### config.mk
export PLATFORM = sky130hd
export DESIGN_NAME = apc_clock_ctrl
export DESIGN_NICKNAME = d
export VERILOG_FILES = /design/src/shared/apc_pkg.sv /design/src/hw/apc_tick_div.sv /design/src/hw/apc_clock_ctrl.sv
export SDC_FILE = /design/constraint.sdc
export NUM_CORES = 1
export LEC_CHECK = 0
export BUFFER_PORTS_ARGS = -buffer_cell sky130_fd_sc_hd__buf_2
export CAP_MARGIN = 25
export CORE_MARGIN = 2
export CORE_UTILIZATION = 40
export CTS_CLUSTER_DIAMETER = 150
export DETAILED_ROUTE_END_ITERATION = 16
export GPL_ROUTABILITY_DRIVEN = 0
export PLACE_DENSITY = 0.61
export SKIP_LAST_GASP = 1
export SYNTH_ARGS = -nofsm -noshare
export SYNTH_HDL_FRONTEND = slang
export SYNTH_SLANG_ARGS = --single-unit
### constraint.sdc
create_clock -name i_clk_sys -period 3.35 [get_ports i_clk_sys]
set_clock_uncertainty 0.2 [all_clocks]
set_input_delay 0.67 -clock i_clk_sys [delete_from_list [all_inputs] [get_ports i_clk_sys]]
set_output_delay 0.67 -clock i_clk_sys [all_outputs]
set_load 0.005 [all_outputs]
### src/shared/apc_pkg.sv
// Constants and types shared by the audio port clock and format control.
package apc_pkg;

    // ========================================================
    // Register map and byte transfer
    // ========================================================
    localparam logic [7:0]  SUBADDR_CLK_CTRL = 8'h00;
    localparam logic [2:0]  REG_BYTES        = 3'h4;
    localparam logic [2:0]  LAST_BYTE        = 3'h3;
    localparam logic [31:0] CTRL_RESET       = 32'h01001B22;
    localparam logic [7:0]  UNMAPPED_BYTE    = 8'h00;

    // ========================================================
    // Field positions in the control word
    // ========================================================
    localparam int MCLK_DIV_LSB = 27;
    localparam int FS_DIV_LSB   = 24;
    localparam int SRC_SEL_BIT  = 23;
    localparam int MS_BIT       = 22;
    localparam int XDIV_LSB     = 19;
    localparam int ZDIV_LSB     = 16;
    localparam int IN_WS_LSB    = 11;
    localparam int OUT_WS_LSB   = 8;
    localparam int IN_FMT_LSB   = 4;
    localparam int OUT_FMT_LSB  = 0;

    // ========================================================
    // Divider ratios, word sizes and channel counts
    // ========================================================
    localparam logic [8:0] DIV_1   = 9'h001;
    localparam logic [8:0] DIV_2   = 9'h002;
    localparam logic [8:0] DIV_3   = 9'h003;
    localparam logic [8:0] DIV_4   = 9'h004;
    localparam logic [8:0] DIV_6   = 9'h006;
    localparam logic [8:0] DIV_8   = 9'h008;
    localparam logic [8:0] DIV_16  = 9'h010;
    localparam logic [8:0] DIV_32  = 9'h020;
    localparam logic [8:0] DIV_64  = 9'h040;
    localparam logic [8:0] DIV_96  = 9'h060;
    localparam logic [8:0] DIV_128 = 9'h080;
    localparam logic [8:0] DIV_192 = 9'h0C0;
    localparam logic [8:0] DIV_256 = 9'h100;

    localparam logic [5:0] WS_16 = 6'h10;
    localparam logic [5:0] WS_20 = 6'h14;
    localparam logic [5:0] WS_24 = 6'h18;
    localparam logic [5:0] WS_32 = 6'h20;

    localparam logic [3:0] CH_2 = 4'h2;
    localparam logic [3:0] CH_4 = 4'h4;
    localparam logic [3:0] CH_6 = 4'h6;
    localparam logic [3:0] CH_8 = 4'h8;

    typedef enum logic [1:0]
    {
        JUST_LEFT  = 2'h0,
        JUST_RIGHT = 2'h1,
        JUST_I2S   = 2'h2
    } apc_just_t;

endpackage

### src/hw/apc_tick_div.sv
// Tick divider: passes one of every N source ticks, N taken at wrap.
`timescale 1ns/10ps
module apc_tick_div
(
    input  wire logic       i_clk_sys,
    input  wire logic       i_rstn,
    input  wire logic       i_tick,
    input  wire logic [8:0] i_div,
    output logic            o_tick
);
    import apc_pkg::*;

    typedef struct packed
    {
        logic [8:0] cnt;
        logic [8:0] div;
        logic       tick;
    } apc_div_state_t;

    localparam apc_div_state_t ST_RESET = '{cnt: '0, div: DIV_1, tick: 1'b0};

    apc_div_state_t q;
    apc_div_state_t d;

    // ========================================================
    // Counter
    // ========================================================
    // A new ratio is taken only at the wrap, so a setting change never
    // shortens or stretches the period that is already running.
    always_comb
    begin
        d = q;
        d.tick = 1'b0;
        if (i_tick)
        begin
            if (q.cnt + 9'h001 >= q.div)
            begin
                d.cnt  = '0;
                d.div  = i_div;
                d.tick = 1'b1;
            end
            else
            begin
                d.cnt = q.cnt + 9'h001;
            end
        end
    end

    always_ff @(posedge i_clk_sys)
    begin
        if (!i_rstn)
        begin
            q <= ST_RESET;
        end
        else
        begin
            q <= d;
        end
    end

    assign o_tick = q.tick;
endmodule

### src/hw/apc_clock_ctrl.sv
// Clock and serial audio port control word with its clock dividers.
//
// Summary of operation
// - Control word at subaddress 0x00, four bytes, resets to 01 00 1B 22.
// - Bits 28..27 divide master clock output by 1, 2 or 4.
// - Master clock output divider works in both master and slave roles.
// - Bits 26..24 divide bit clock by 32..512 for frame sync.
// - Frame sync divider used only as master; slave takes frame sync in.
// - Bit 22 selects clock master when set; slave after reset.
// - Bit 23 selects bit clock output source; resets to zero.
// - Bits 21..19 divide master/slave mux by 1,2,3,4,6,8,16,32.
// - As slave with bit 23 clear, first bit clock output follows the slave bit clock input.
// - As master, bits 18..16 divide master clock into the bit clock.
// - As slave, master-to-bit-clock ratio field is ignored.
// - Word size codes 00,01,10,11 mean 32,16,20,24 bits per port.
// - Input and output formats are set independently from bits 7..0.
// - Format codes decode to stereo, TDM left or TDM I2S modes.
`timescale 1ns/10ps
module apc_clock_ctrl
(
    input  wire logic              i_clk_sys,
    input  wire logic              i_rstn,
    input  wire logic              i_txn_start,
    input  wire logic [7:0]        i_sub_addr,
    input  wire logic              i_wr_valid,
    input  wire logic [7:0]        i_wr_byte,
    input  wire logic              i_rd_req,
    output logic      [7:0]        o_rd_byte,
    output logic                   o_rd_valid,
    input  wire logic              i_slave_bit_clock_input,
    input  wire logic              i_frame_sync,
    output logic                   o_frame_sync,
    output logic                   o_frame_sync_oe_n,
    output logic                   o_frame_sync_level,
    output logic                   o_master_clock_out,
    output logic                   o_input_port_bit_clock_out,
    output logic                   o_output_port_bit_clock_out,
    output logic      [5:0]        o_in_word_bits,
    output logic      [5:0]        o_out_word_bits,
    output apc_pkg::apc_just_t     o_in_just,
    output apc_pkg::apc_just_t     o_out_just,
    output logic      [3:0]        o_in_channels,
    output logic      [3:0]        o_out_channels
);
    import apc_pkg::*;

    // ========================================================
    // Decoders
    // ========================================================
    function automatic logic [8:0] rate_div(input logic [2:0] code);
        case (code)
            3'h0:    rate_div = DIV_1;
            3'h1:    rate_div = DIV_2;
            3'h2:    rate_div = DIV_3;
            3'h3:    rate_div = DIV_4;
            3'h4:    rate_div = DIV_6;
            3'h5:    rate_div = DIV_8;
            3'h6:    rate_div = DIV_16;
            default: rate_div = DIV_32;
        endcase
    endfunction

    function automatic logic [5:0] word_bits(input logic [1:0] code);
        case (code)
            2'h0:    word_bits = WS_32;
            2'h1:    word_bits = WS_16;
            2'h2:    word_bits = WS_20;
            default: word_bits = WS_24;
        endcase
    endfunction

    function automatic apc_just_t fmt_just(input logic [3:0] code);
        case (code)
            4'h0, 4'h3, 4'h4, 4'h5: fmt_just = JUST_LEFT;
            4'h1:                   fmt_just = JUST_RIGHT;
            default:                fmt_just = JUST_I2S;
        endcase
    endfunction

    function automatic logic [3:0] fmt_chans(input logic [3:0] code);
        case (code)
            4'h3, 4'h6: fmt_chans = CH_8;
            4'h4, 4'h7: fmt_chans = CH_6;
            4'h5, 4'h8: fmt_chans = CH_4;
            default:    fmt_chans = CH_2;
        endcase
    endfunction

    // Frame sync toggles every half frame, so the ratio is halved here.
    function automatic logic [8:0] fs_half(input logic [2:0] code);
        case (code)
            3'h1:    fs_half = DIV_32;
            3'h2:    fs_half = DIV_64;
            3'h3:    fs_half = DIV_96;
            3'h4:    fs_half = DIV_128;
            3'h5:    fs_half = DIV_192;
            3'h6:    fs_half = DIV_256;
            default: fs_half = DIV_16;
        endcase
    endfunction

    // ========================================================
    // State
    // ========================================================
    typedef struct packed
    {
        logic [31:0] ctrl;
        logic [23:0] stage;
        logic [2:0]  idx;
        logic        mapped;
        logic [7:0]  rd_byte;
        logic        rd_valid;
        logic        sbclk_q;
        logic        in_bclk;
        logic        out_bclk;
        logic        fs_lvl;
        logic        fs_oe_n;
        logic        fs_rx;
        logic [5:0]  in_ws;
        logic [5:0]  out_ws;
        apc_just_t   in_just;
        apc_just_t   out_just;
        logic [3:0]  in_ch;
        logic [3:0]  out_ch;
    } apc_top_state_t;

    localparam apc_top_state_t ST_RESET = '{
        ctrl:     CTRL_RESET,
        fs_oe_n:  1'b1,
        in_ws:    word_bits(CTRL_RESET[IN_WS_LSB +: 2]),
        out_ws:   word_bits(CTRL_RESET[OUT_WS_LSB +: 2]),
        in_just:  fmt_just(CTRL_RESET[IN_FMT_LSB +: 4]),
        out_just: fmt_just(CTRL_RESET[OUT_FMT_LSB +: 4]),
        in_ch:    fmt_chans(CTRL_RESET[IN_FMT_LSB +: 4]),
        out_ch:   fmt_chans(CTRL_RESET[OUT_FMT_LSB +: 4]),
        default:  '0
    };

    apc_top_state_t q;
    apc_top_state_t d;
    logic           z_tick;
    logic           x_tick;
    logic           fs_tick;
    logic           mux_tick;
    logic           is_master;

    assign is_master = q.ctrl[MS_BIT];

    // ========================================================
    // Clock dividers
    // ========================================================
    // master clock out, both roles
    apc_tick_div u_mclk_div
    (
        .i_clk_sys (i_clk_sys),
        .i_rstn    (i_rstn),
        .i_tick    (1'b1),
        .i_div     (q.ctrl[MCLK_DIV_LSB + 1] ? DIV_4 :
                    q.ctrl[MCLK_DIV_LSB] ? DIV_2 : DIV_1),
        .o_tick    (o_master_clock_out)
    );

    apc_tick_div u_zdiv
    (
        .i_clk_sys (i_clk_sys),
        .i_rstn    (i_rstn),
        .i_tick    (1'b1),
        .i_div     (rate_div(q.ctrl[ZDIV_LSB +: 3])),
        .o_tick    (z_tick)
    );

    assign mux_tick = is_master ? z_tick
                                : (i_slave_bit_clock_input & ~q.sbclk_q);

    apc_tick_div u_xdiv
    (
        .i_clk_sys (i_clk_sys),
        .i_rstn    (i_rstn),
        .i_tick    (mux_tick),
        .i_div     (rate_div(q.ctrl[XDIV_LSB +: 3])),
        .o_tick    (x_tick)
    );

    apc_tick_div u_fsdiv
    (
        .i_clk_sys (i_clk_sys),
        .i_rstn    (i_rstn),
        .i_tick    (mux_tick),
        .i_div     (fs_half(q.ctrl[FS_DIV_LSB +: 3])),
        .o_tick    (fs_tick)
    );

    // ========================================================
    // Next state
    // ========================================================
    always_comb
    begin
        d = q;
        d.rd_valid = 1'b0;
        d.sbclk_q  = i_slave_bit_clock_input;
        // byte access, most significant byte first
        if (i_txn_start)
        begin
            d.idx    = '0;
            d.mapped = (i_sub_addr == SUBADDR_CLK_CTRL);
        end
        else if (i_wr_valid)
        begin
            if (q.idx < REG_BYTES)
            begin
                d.idx   = q.idx + 3'h1;
                d.stage = {q.stage[15:0], i_wr_byte};
                // all bits stored, unused ones steer nothing
                if (q.mapped && q.idx == LAST_BYTE)
                begin
                    d.ctrl = {q.stage, i_wr_byte};
                end
            end
        end
        else if (i_rd_req)
        begin
            d.rd_valid = 1'b1;
            d.rd_byte  = UNMAPPED_BYTE;
            if (q.idx < REG_BYTES)
            begin
                d.idx = q.idx + 3'h1;
                if (q.mapped)
                begin
                    d.rd_byte = q.ctrl[{2'(LAST_BYTE - q.idx), 3'h0} +: 8];
                end
            end
        end

        d.in_bclk  = q.ctrl[SRC_SEL_BIT] ? x_tick : mux_tick;
        d.out_bclk = q.ctrl[SRC_SEL_BIT] ? mux_tick : x_tick;

        // frame sync driven only as master
        if (is_master && fs_tick)
        begin
            d.fs_lvl = ~q.fs_lvl;
        end
        d.fs_oe_n = ~is_master;
        d.fs_rx   = is_master ? q.fs_lvl : i_frame_sync;

        d.in_ws    = word_bits(q.ctrl[IN_WS_LSB +: 2]);
        d.out_ws   = word_bits(q.ctrl[OUT_WS_LSB +: 2]);
        d.in_just  = fmt_just(q.ctrl[IN_FMT_LSB +: 4]);
        d.out_just = fmt_just(q.ctrl[OUT_FMT_LSB +: 4]);
        d.in_ch    = fmt_chans(q.ctrl[IN_FMT_LSB +: 4]);
        d.out_ch   = fmt_chans(q.ctrl[OUT_FMT_LSB +: 4]);
    end

    always_ff @(posedge i_clk_sys)
    begin
        if (!i_rstn)
        begin
            q <= ST_RESET;
        end
        else
        begin
            q <= d;
        end
    end

    assign o_rd_byte                   = q.rd_byte;
    assign o_rd_valid                  = q.rd_valid;
    assign o_frame_sync                = q.fs_lvl;
    assign o_frame_sync_oe_n           = q.fs_oe_n;
    assign o_frame_sync_level          = q.fs_rx;
    assign o_input_port_bit_clock_out  = q.in_bclk;
    assign o_output_port_bit_clock_out = q.out_bclk;
    assign o_in_word_bits              = q.in_ws;
    assign o_out_word_bits             = q.out_ws;
    assign o_in_just                   = q.in_just;
    assign o_out_just                  = q.out_just;
    assign o_in_channels               = q.in_ch;
    assign o_out_channels              = q.out_ch;
endmodule

==> results of run 1 <==
[logic make-up (layout without fill, tap and decap cells)]
group / count (synthesis) / after routing / synth area share [%]
compound gates: 133 / 133 / 14.2
flops: 154 / 154 / 44.1
buf+inv: 101 / 131 / 7.40
mux: 19 / 19 / 4.18
fa+ha+maj: 27 / 27 / 4.83
other cells: 1 / 15 / 0.0536
simple gates: 312 / 312 / 21.2
xor+xnor: 33 / 33 / 4.13
[path summary, 6_finish.rpt]
path / from / endpoint / slack [ns] / cells after the start
setup reg to reg: u_xdiv.q[10]$_SDFFE_PN0P_ / u_xdiv.q[5]$_SDFFE_PN0P_ / 0.39 / 9
hold / removal: u_fsdiv.q[1]$_SDFFE_PN1P_ / u_fsdiv.q[1]$_SDFFE_PN1P_ / 0.25 / 2
setup / recovery: u_xdiv.q[10]$_SDFFE_PN0P_ / u_xdiv.q[5]$_SDFFE_PN0P_ / 0.39 / 9
hold reg to reg: u_fsdiv.q[1]$_SDFFE_PN1P_ / u_fsdiv.q[1]$_SDFFE_PN1P_ / 0.25 / 2
[worst max-delay path, stage by stage, from the launching register on]
cell and delay (ns):
dfxtp_1 0.39, ha_1 0.23, nand3_2 0.14, xnor2_1 0.16, ha_1 0.29, a211oi_1 0.20
o21ai_0 0.14, a2111oi_2 0.49, o211ai_2 0.32, a2bb2o_1 0.35
[where the power goes]
part / switching [mW] / internal [mW] / total, mW
clock: 0.742 / 1.11 / 1.85
sequential: 0.0199 / 1.86 / 1.88
combinational: 0.101 / 0.0746 / 0.176
total: 0.863 / 3.04 / 3.90
[state kept, by name (all words and copies together) (netlist names), 2 cells and up]
signal / cells
o_in_channels: 3
o_in_word_bits: 4
o_out_just: 2
o_rd_byte: 8
o_out_channels: 3
u_xdiv.q: 15
o_out_word_bits: 4
u_zdiv.q: 15
u_mclk_div.q: 12
q: 60
o_in_just: 2
u_fsdiv.q: 15
[synthesized netlist by cell type (3+ instances only)]
cell	number	area, um2
o211ai_1	3	22.5
buf_4	32	240
a21oi_1	17	85.1
xnor2_1	21	184
mux4_2	8	180
nand3_1	19	95.1
buf_1	4	15.0
or3b_2	3	26.3
o21ai_0	15	75.1
nand2b_1	14	87.6
nand4_1	6	37.5
nor3b_1	4	30.0
inv_1	27	101
nand2_1	160	601
buf_2	3	15.0
o21a_1	9	67.6
a22oi_1	8	60.1
nor3_1	7	35.0
nor2b_1	17	106
ha_1	27	338
clkbuf_1	33	124
dfxtp_1	154	3080
mux2i_1	9	90.1
nor2_1	38	143
or3_1	3	18.8
or2_2	3	18.8
and2_1	4	25.0
and3b_1	6	52.6
o22ai_1	5	31.3
and3_1	17	106
a21boi_0	50	375
xor2_1	12	105
[per-stage QoR]
stage | hold slack (ns) | cell area [um2] | setup WS (ns) | power (mW) | instances
final | 0.253 | 7900 | 0.387 | 3.90 | 1049
after floorplan | 0.226 | 7050 | 0.614 | 2.04 | 794
after global placement | 0.241 | 7330 | 0.416 | 2.09 | 1019
after global routing | 0.255 | 7900 | 0.171 | 4.06 | 1049
after detailed placement | 0.243 | 7330 | 0.422 | 2.10 | 1019
after CTS | 0.253 | 7900 | 0.368 | 3.95 | 1049
[layout make-up]
class,instances,share of cell area [%]
multi-input combinational,539,43.7
sequential,154,39.0
clock buffer,19,5.61
timing repair buffer,74,5.29
tap,225,3.56
clock inverter,11,1.55
inverter,27,1.28
[routing by layer]
layer / vias to the layer above / routed length [um] / GRT usage, %
li1: 2662 / - / -
met1: 2389 / 6980 / 21.8
met2: 53 / 6450 / 24.8
met3: 17 / 386 / 3.62
met4: 0 / 206 / 5.73
met5: - / 0 / 0
==> impl_metrics.json, run 1 <==
{
  "rows": 48,
  "die_h_um": 136,
  "run_status": "finished clean",
  "async_flop_share_pct": 0,
  "dr.pass1.iters": 4,
  "worst_pin_slew_ns": 1.03,
  "drc": 0,
  "cts_root_buf": "clkbuf_16",
  "multiInputGateArea_mm2": 0.00345,
  "power.density_mw_per_mm2": 494,
  "grt_max_degree": 35,
  "synth_cell_types": 62,
  "io_pins": 62,
  "layout_commonest_cell": "nand2_1",
  "final_cell_mix": "nand2_1 (160), dfxtp_1 (154), buf_2 (55)",
  "critPathKind": "reg -> reg",
  "cts_setup_buffers": 0,
  "max_freq_mhz": 337,
  "max_slew_margin_pct": 31.6,
  "numCtsBuffers": 17,
  "hold_viol": 0,
  "syn_area_mm2": 0.00700,
  "syn_avg_cell_area_um2": 8.97,
  "areaGrowthSynthToFinish_pct": 12.9,
  "dieArea_mm2": 0.0186,
  "drive_gt1_share_pct": 15.9,
  "cp-end-kind": "register",
  "cts_tree": "done",
  "grt_pass1_wl_mm": 23.3,
  "fp.coreArea_mm2": 0.0172,
  "start_util_pct": 40.7,
  "postCtsHoldBufs": 0,
  "grt_pass1_vias": 4688,
  "register_area_mm2": 0.00308,
  "ys_warn_count": 0,
  "arrival_ns": 3.13,
  "diodes": 0,
  "drtAntennaViolNets": 0,
  "fill_cells": 1716,
  "maxSlewViolCount": 0,
  "p_leak_nw": 3.06,
  "fin_crit_sh_pct": 88.5,
  "synth_edf_count": 0,
  "hold_class": "reg -> reg",
  "via_per_inst": 4.88,
  "finalSetupViolations": 0,
  "io_buffer_count": 55,
  "vdd_drop_max_mv": 0.438,
  "critPathMaxFanout": 12,
  "postLayoutCoreUtil_pct": 46.0,
  "clk_latency_ns": 0.42,
  "die_x_um": 136,
  "min_period_ns": 2.96,
  "hpwl_mm": 9.78,
  "synth_cells": 780,
  "required_ns": 3.51,
  "clockBufferDepth": 2,
  "cap_violations": 0,
  "cts_resized": 0,
  "synthFlopType": "dfxtp_1",
  "wl_mm": 14.0,
  "wl_per_cell_um": 13.4,
  "antenna_found_initial": 0,
  "final_nets": 863,
  "cts_htree_levels": 4,
  "clkTransAtPathRegs_ns": 0.06,
  "yosysSeqAreaShare_pct": 44.1,
  "grt_overflow": 0,
  "finalSetupTns_ns": 0,
  "vias": 5121,
  "track_usage_pct": 16.0,
  "critPathLaunchType": "register",
  "ys_ff_latch": 154,
  "rsz0062_at_grt": "false",
  "drt_iter0_drc": 267,
  "cts_sinks": 154
}
Note: power is estimated with default switching activity, not from simulation.
==> run 2, diff against run 1 <==
CORE_ASPECT_RATIO = 0.7   (was not set)
CTS_BUF_LIST = sky130_fd_sc_hd__clkbuf_4   (was not set)
==> impl_metrics.json, run 2 (same netlist as run 1, synthesis figures left out) <==
{
  "crit_end": "u_xdiv.q[5]$_SDFFE_PN0P_",
  "grt_max_degree": 60,
  "seqPwrFrac_pct": 59.9,
  "cts_htree_levels": 4,
  "final_nets": 859,
  "arrival_ns": 3.29,
  "layout_commonest_cell": "nand2_1",
  "numCtsBuffers": 17,
  "finalSetupViolations": 0,
  "max_slew_margin_pct": 33.8,
  "reg2reg_depth": 9,
  "fp.coreArea_mm2": 0.0171,
  "sw_frac_of_total_pct": 26.3,
  "fin_crit_sh_pct": 89.5,
  "multiInputGateArea_mm2": 0.00345,
  "hold_viol": 0,
  "hold_class": "in -> reg",
  "pwr-share-comb_pct": 5.5,
  "die_x_um": 162,
  "drive_gt1_share_pct": 15.9,
  "track_usage_pct": 16.3,
  "cts_root_buf": "clkbuf_4",
  "cp_slowest_stage_delay_ns": 0.48,
  "final_cell_mix": "nand2_1 (160), dfxtp_1 (154), buf_2 (54)",
  "path_buf_inv": 0,
  "crit_top_cell": "ha_1",
  "postCtsHoldBufs": 0,
  "rows": 40,
  "run_status": "finished clean",
  "setup_ws_ns": 0.353,
  "drtAntennaViolNets": 0,
  "p_leak_nw": 2.89,
  "regMostFlops": "q",
  "diodes": 0,
  "reg2reg_from": "u_xdiv.q[10]$_SDFFE_PN0P_",
  "power.density_mw_per_mm2": 414,
  "rsz0062_at_grt": "false",
  "p_int_mw": 2.31,
  "vdd_drop_max_mv": 0.192,
  "cts_tree": "done",
  "crit_cells": 9,
  "grt_overflow": 0,
  "via_per_inst": 4.78,
  "critPathLaunchType": "register",
  "maxSlewViolCount": 0,
  "vias": 5033,
  "cts_setup_buffers": 0,
  "critPathMaxFanout": 12,
  "worstSetupStartpoint": "u_xdiv.q[10]$_SDFFE_PN0P_",
  "critPathKind": "reg -> reg",
  "dr.pass1.iters": 4,
  "required_ns": 3.64,
  "postLayoutCoreUtil_pct": 44.3,
  "grt_pass1_wl_mm": 23.9,
  "cts_resized": 0,
  "path_cells": "ha_1, nand3_2, xnor2_1, ha_1, a211oi_1, o21ai_0, a2111oi_2, o211ai_2, a2bb2o_1",
  "areaGrowthSynthToFinish_pct": 8.37,
  "pre_cts_ws_ns": 0.359,
  "switchingPower_mw": 0.827,
  "r2r_end": "u_xdiv.q[5]$_SDFFE_PN0P_",
  "crit_family": "compound AO/OA/AOI/OAI gates",
  "clock_power_share_pct": 34.6,
  "clk_latency_ns": 0.54,
  "cp_slowest_cell": "a2111oi_2",
  "io_buffer_count": 55,
  "register_area_mm2": 0.00308,
  "dieArea_mm2": 0.0186,
  "max_freq_mhz": 334,
  "wl_per_cell_um": 13.4,
  "rrSetupSlack_ns": 0.35,
  "cts_sinks": 154,
  "min_period_ns": 3.00,
  "largest_reg_flops": 60,
  "worst_pin_slew_ns": 0.993,
  "cp-end-kind": "register",
  "start_util_pct": 40.9,
  "hpwl_mm": 10.0,
  "die_h_um": 115,
  "drc": 0,
  "antenna_found_initial": 0,
  "wl_mm": 14.1,
  "drt_iter0_drc": 413,
  "grt_pass1_vias": 4638,
  "clockBufferDepth": 2,
  "fill_cells": 1709,
  "clkTransAtPathRegs_ns": 0.14,
  "finalSetupTns_ns": 0,
  "cap_violations": 0,
  "io_pins": 62
}
[run 2: cell type report]
cell class | instances | share of cell area (%)
clock buffer | 17 | 1.68
clock inverter | 15 | 1.85
inverter | 27 | 1.34
multi-input combinational | 539 | 45.5
sequential | 154 | 40.7
tap | 231 | 3.81
timing repair buffer | 70 | 5.15
[run 2: per-layer routing]
metal | vias to the layer above | GRT usage (%) | wire, um
met3 | 6 | 4.20 | 683
met2 | 86 | 23.6 | 5590
met5 | - | 0 | 0
li1 | 2655 | - | -
met4 | 0 | 4.78 | 93
met1 | 2286 | 23.9 | 7730
[run 2: how the worst min path moves through the flow]
stage	startpoint	to	slack, ns	cells past startpoint
2_1_floorplan	u_fsdiv.q[1]$_SDFFE_PN1P_	u_fsdiv.q[1]$_SDFFE_PN1P_	0.23	2
3_3_place_gp	u_fsdiv.q[1]$_SDFFE_PN1P_	u_fsdiv.q[1]$_SDFFE_PN1P_	0.24	2
3_5_place_dp	u_fsdiv.q[1]$_SDFFE_PN1P_	u_fsdiv.q[1]$_SDFFE_PN1P_	0.25	2
4_1_cts	i_slave_bit_clock_input	q[29]$_SDFF_PN0_	0.09	2
5_1_grt	i_slave_bit_clock_input	q[29]$_SDFF_PN0_	0.09	2
6_report	i_wr_byte[5]	q[72]$_SDFFE_PN1P_	0.15	3
[run 2: power groups by stage]
| stage | Clock (mW) | Sequential (mW) | Combinational [mW] |
|---|---|---|---|
| 2_1_floorplan | 0 | 1.91 | 0.127 |
| 3_3_place_gp | 0 | 1.92 | 0.173 |
| 3_5_place_dp | 0 | 1.92 | 0.173 |
| 4_1_cts | 1.13 | 1.88 | 0.174 |
| 5_1_grt | 1.21 | 1.88 | 0.196 |
| 6_report | 1.09 | 1.88 | 0.172 |
[run 2: worst register-to-register path, delay by kind of cell, from the launching register on]
family                     cells  cell delay, ns
AOI/OAI and AO/OA              5            1.47
adders and majority gates      2            0.53
xor gates and xnor gates       1            0.17
and+or+nand+nor                1            0.15
DFF                            1            0.42
[run 2: per-stage QoR]
step,cells,hold WS [ns],power [mW],instance area (um2)
2_1_floorplan,794,0.226,2.04,7050
3_3_place_gp,1021,0.242,2.09,7310
3_5_place_dp,1021,0.245,2.09,7310
4_1_cts,1053,0.0914,3.18,7580
5_1_grt,1053,0.0913,3.29,7580
6_report,1053,0.152,3.14,7580
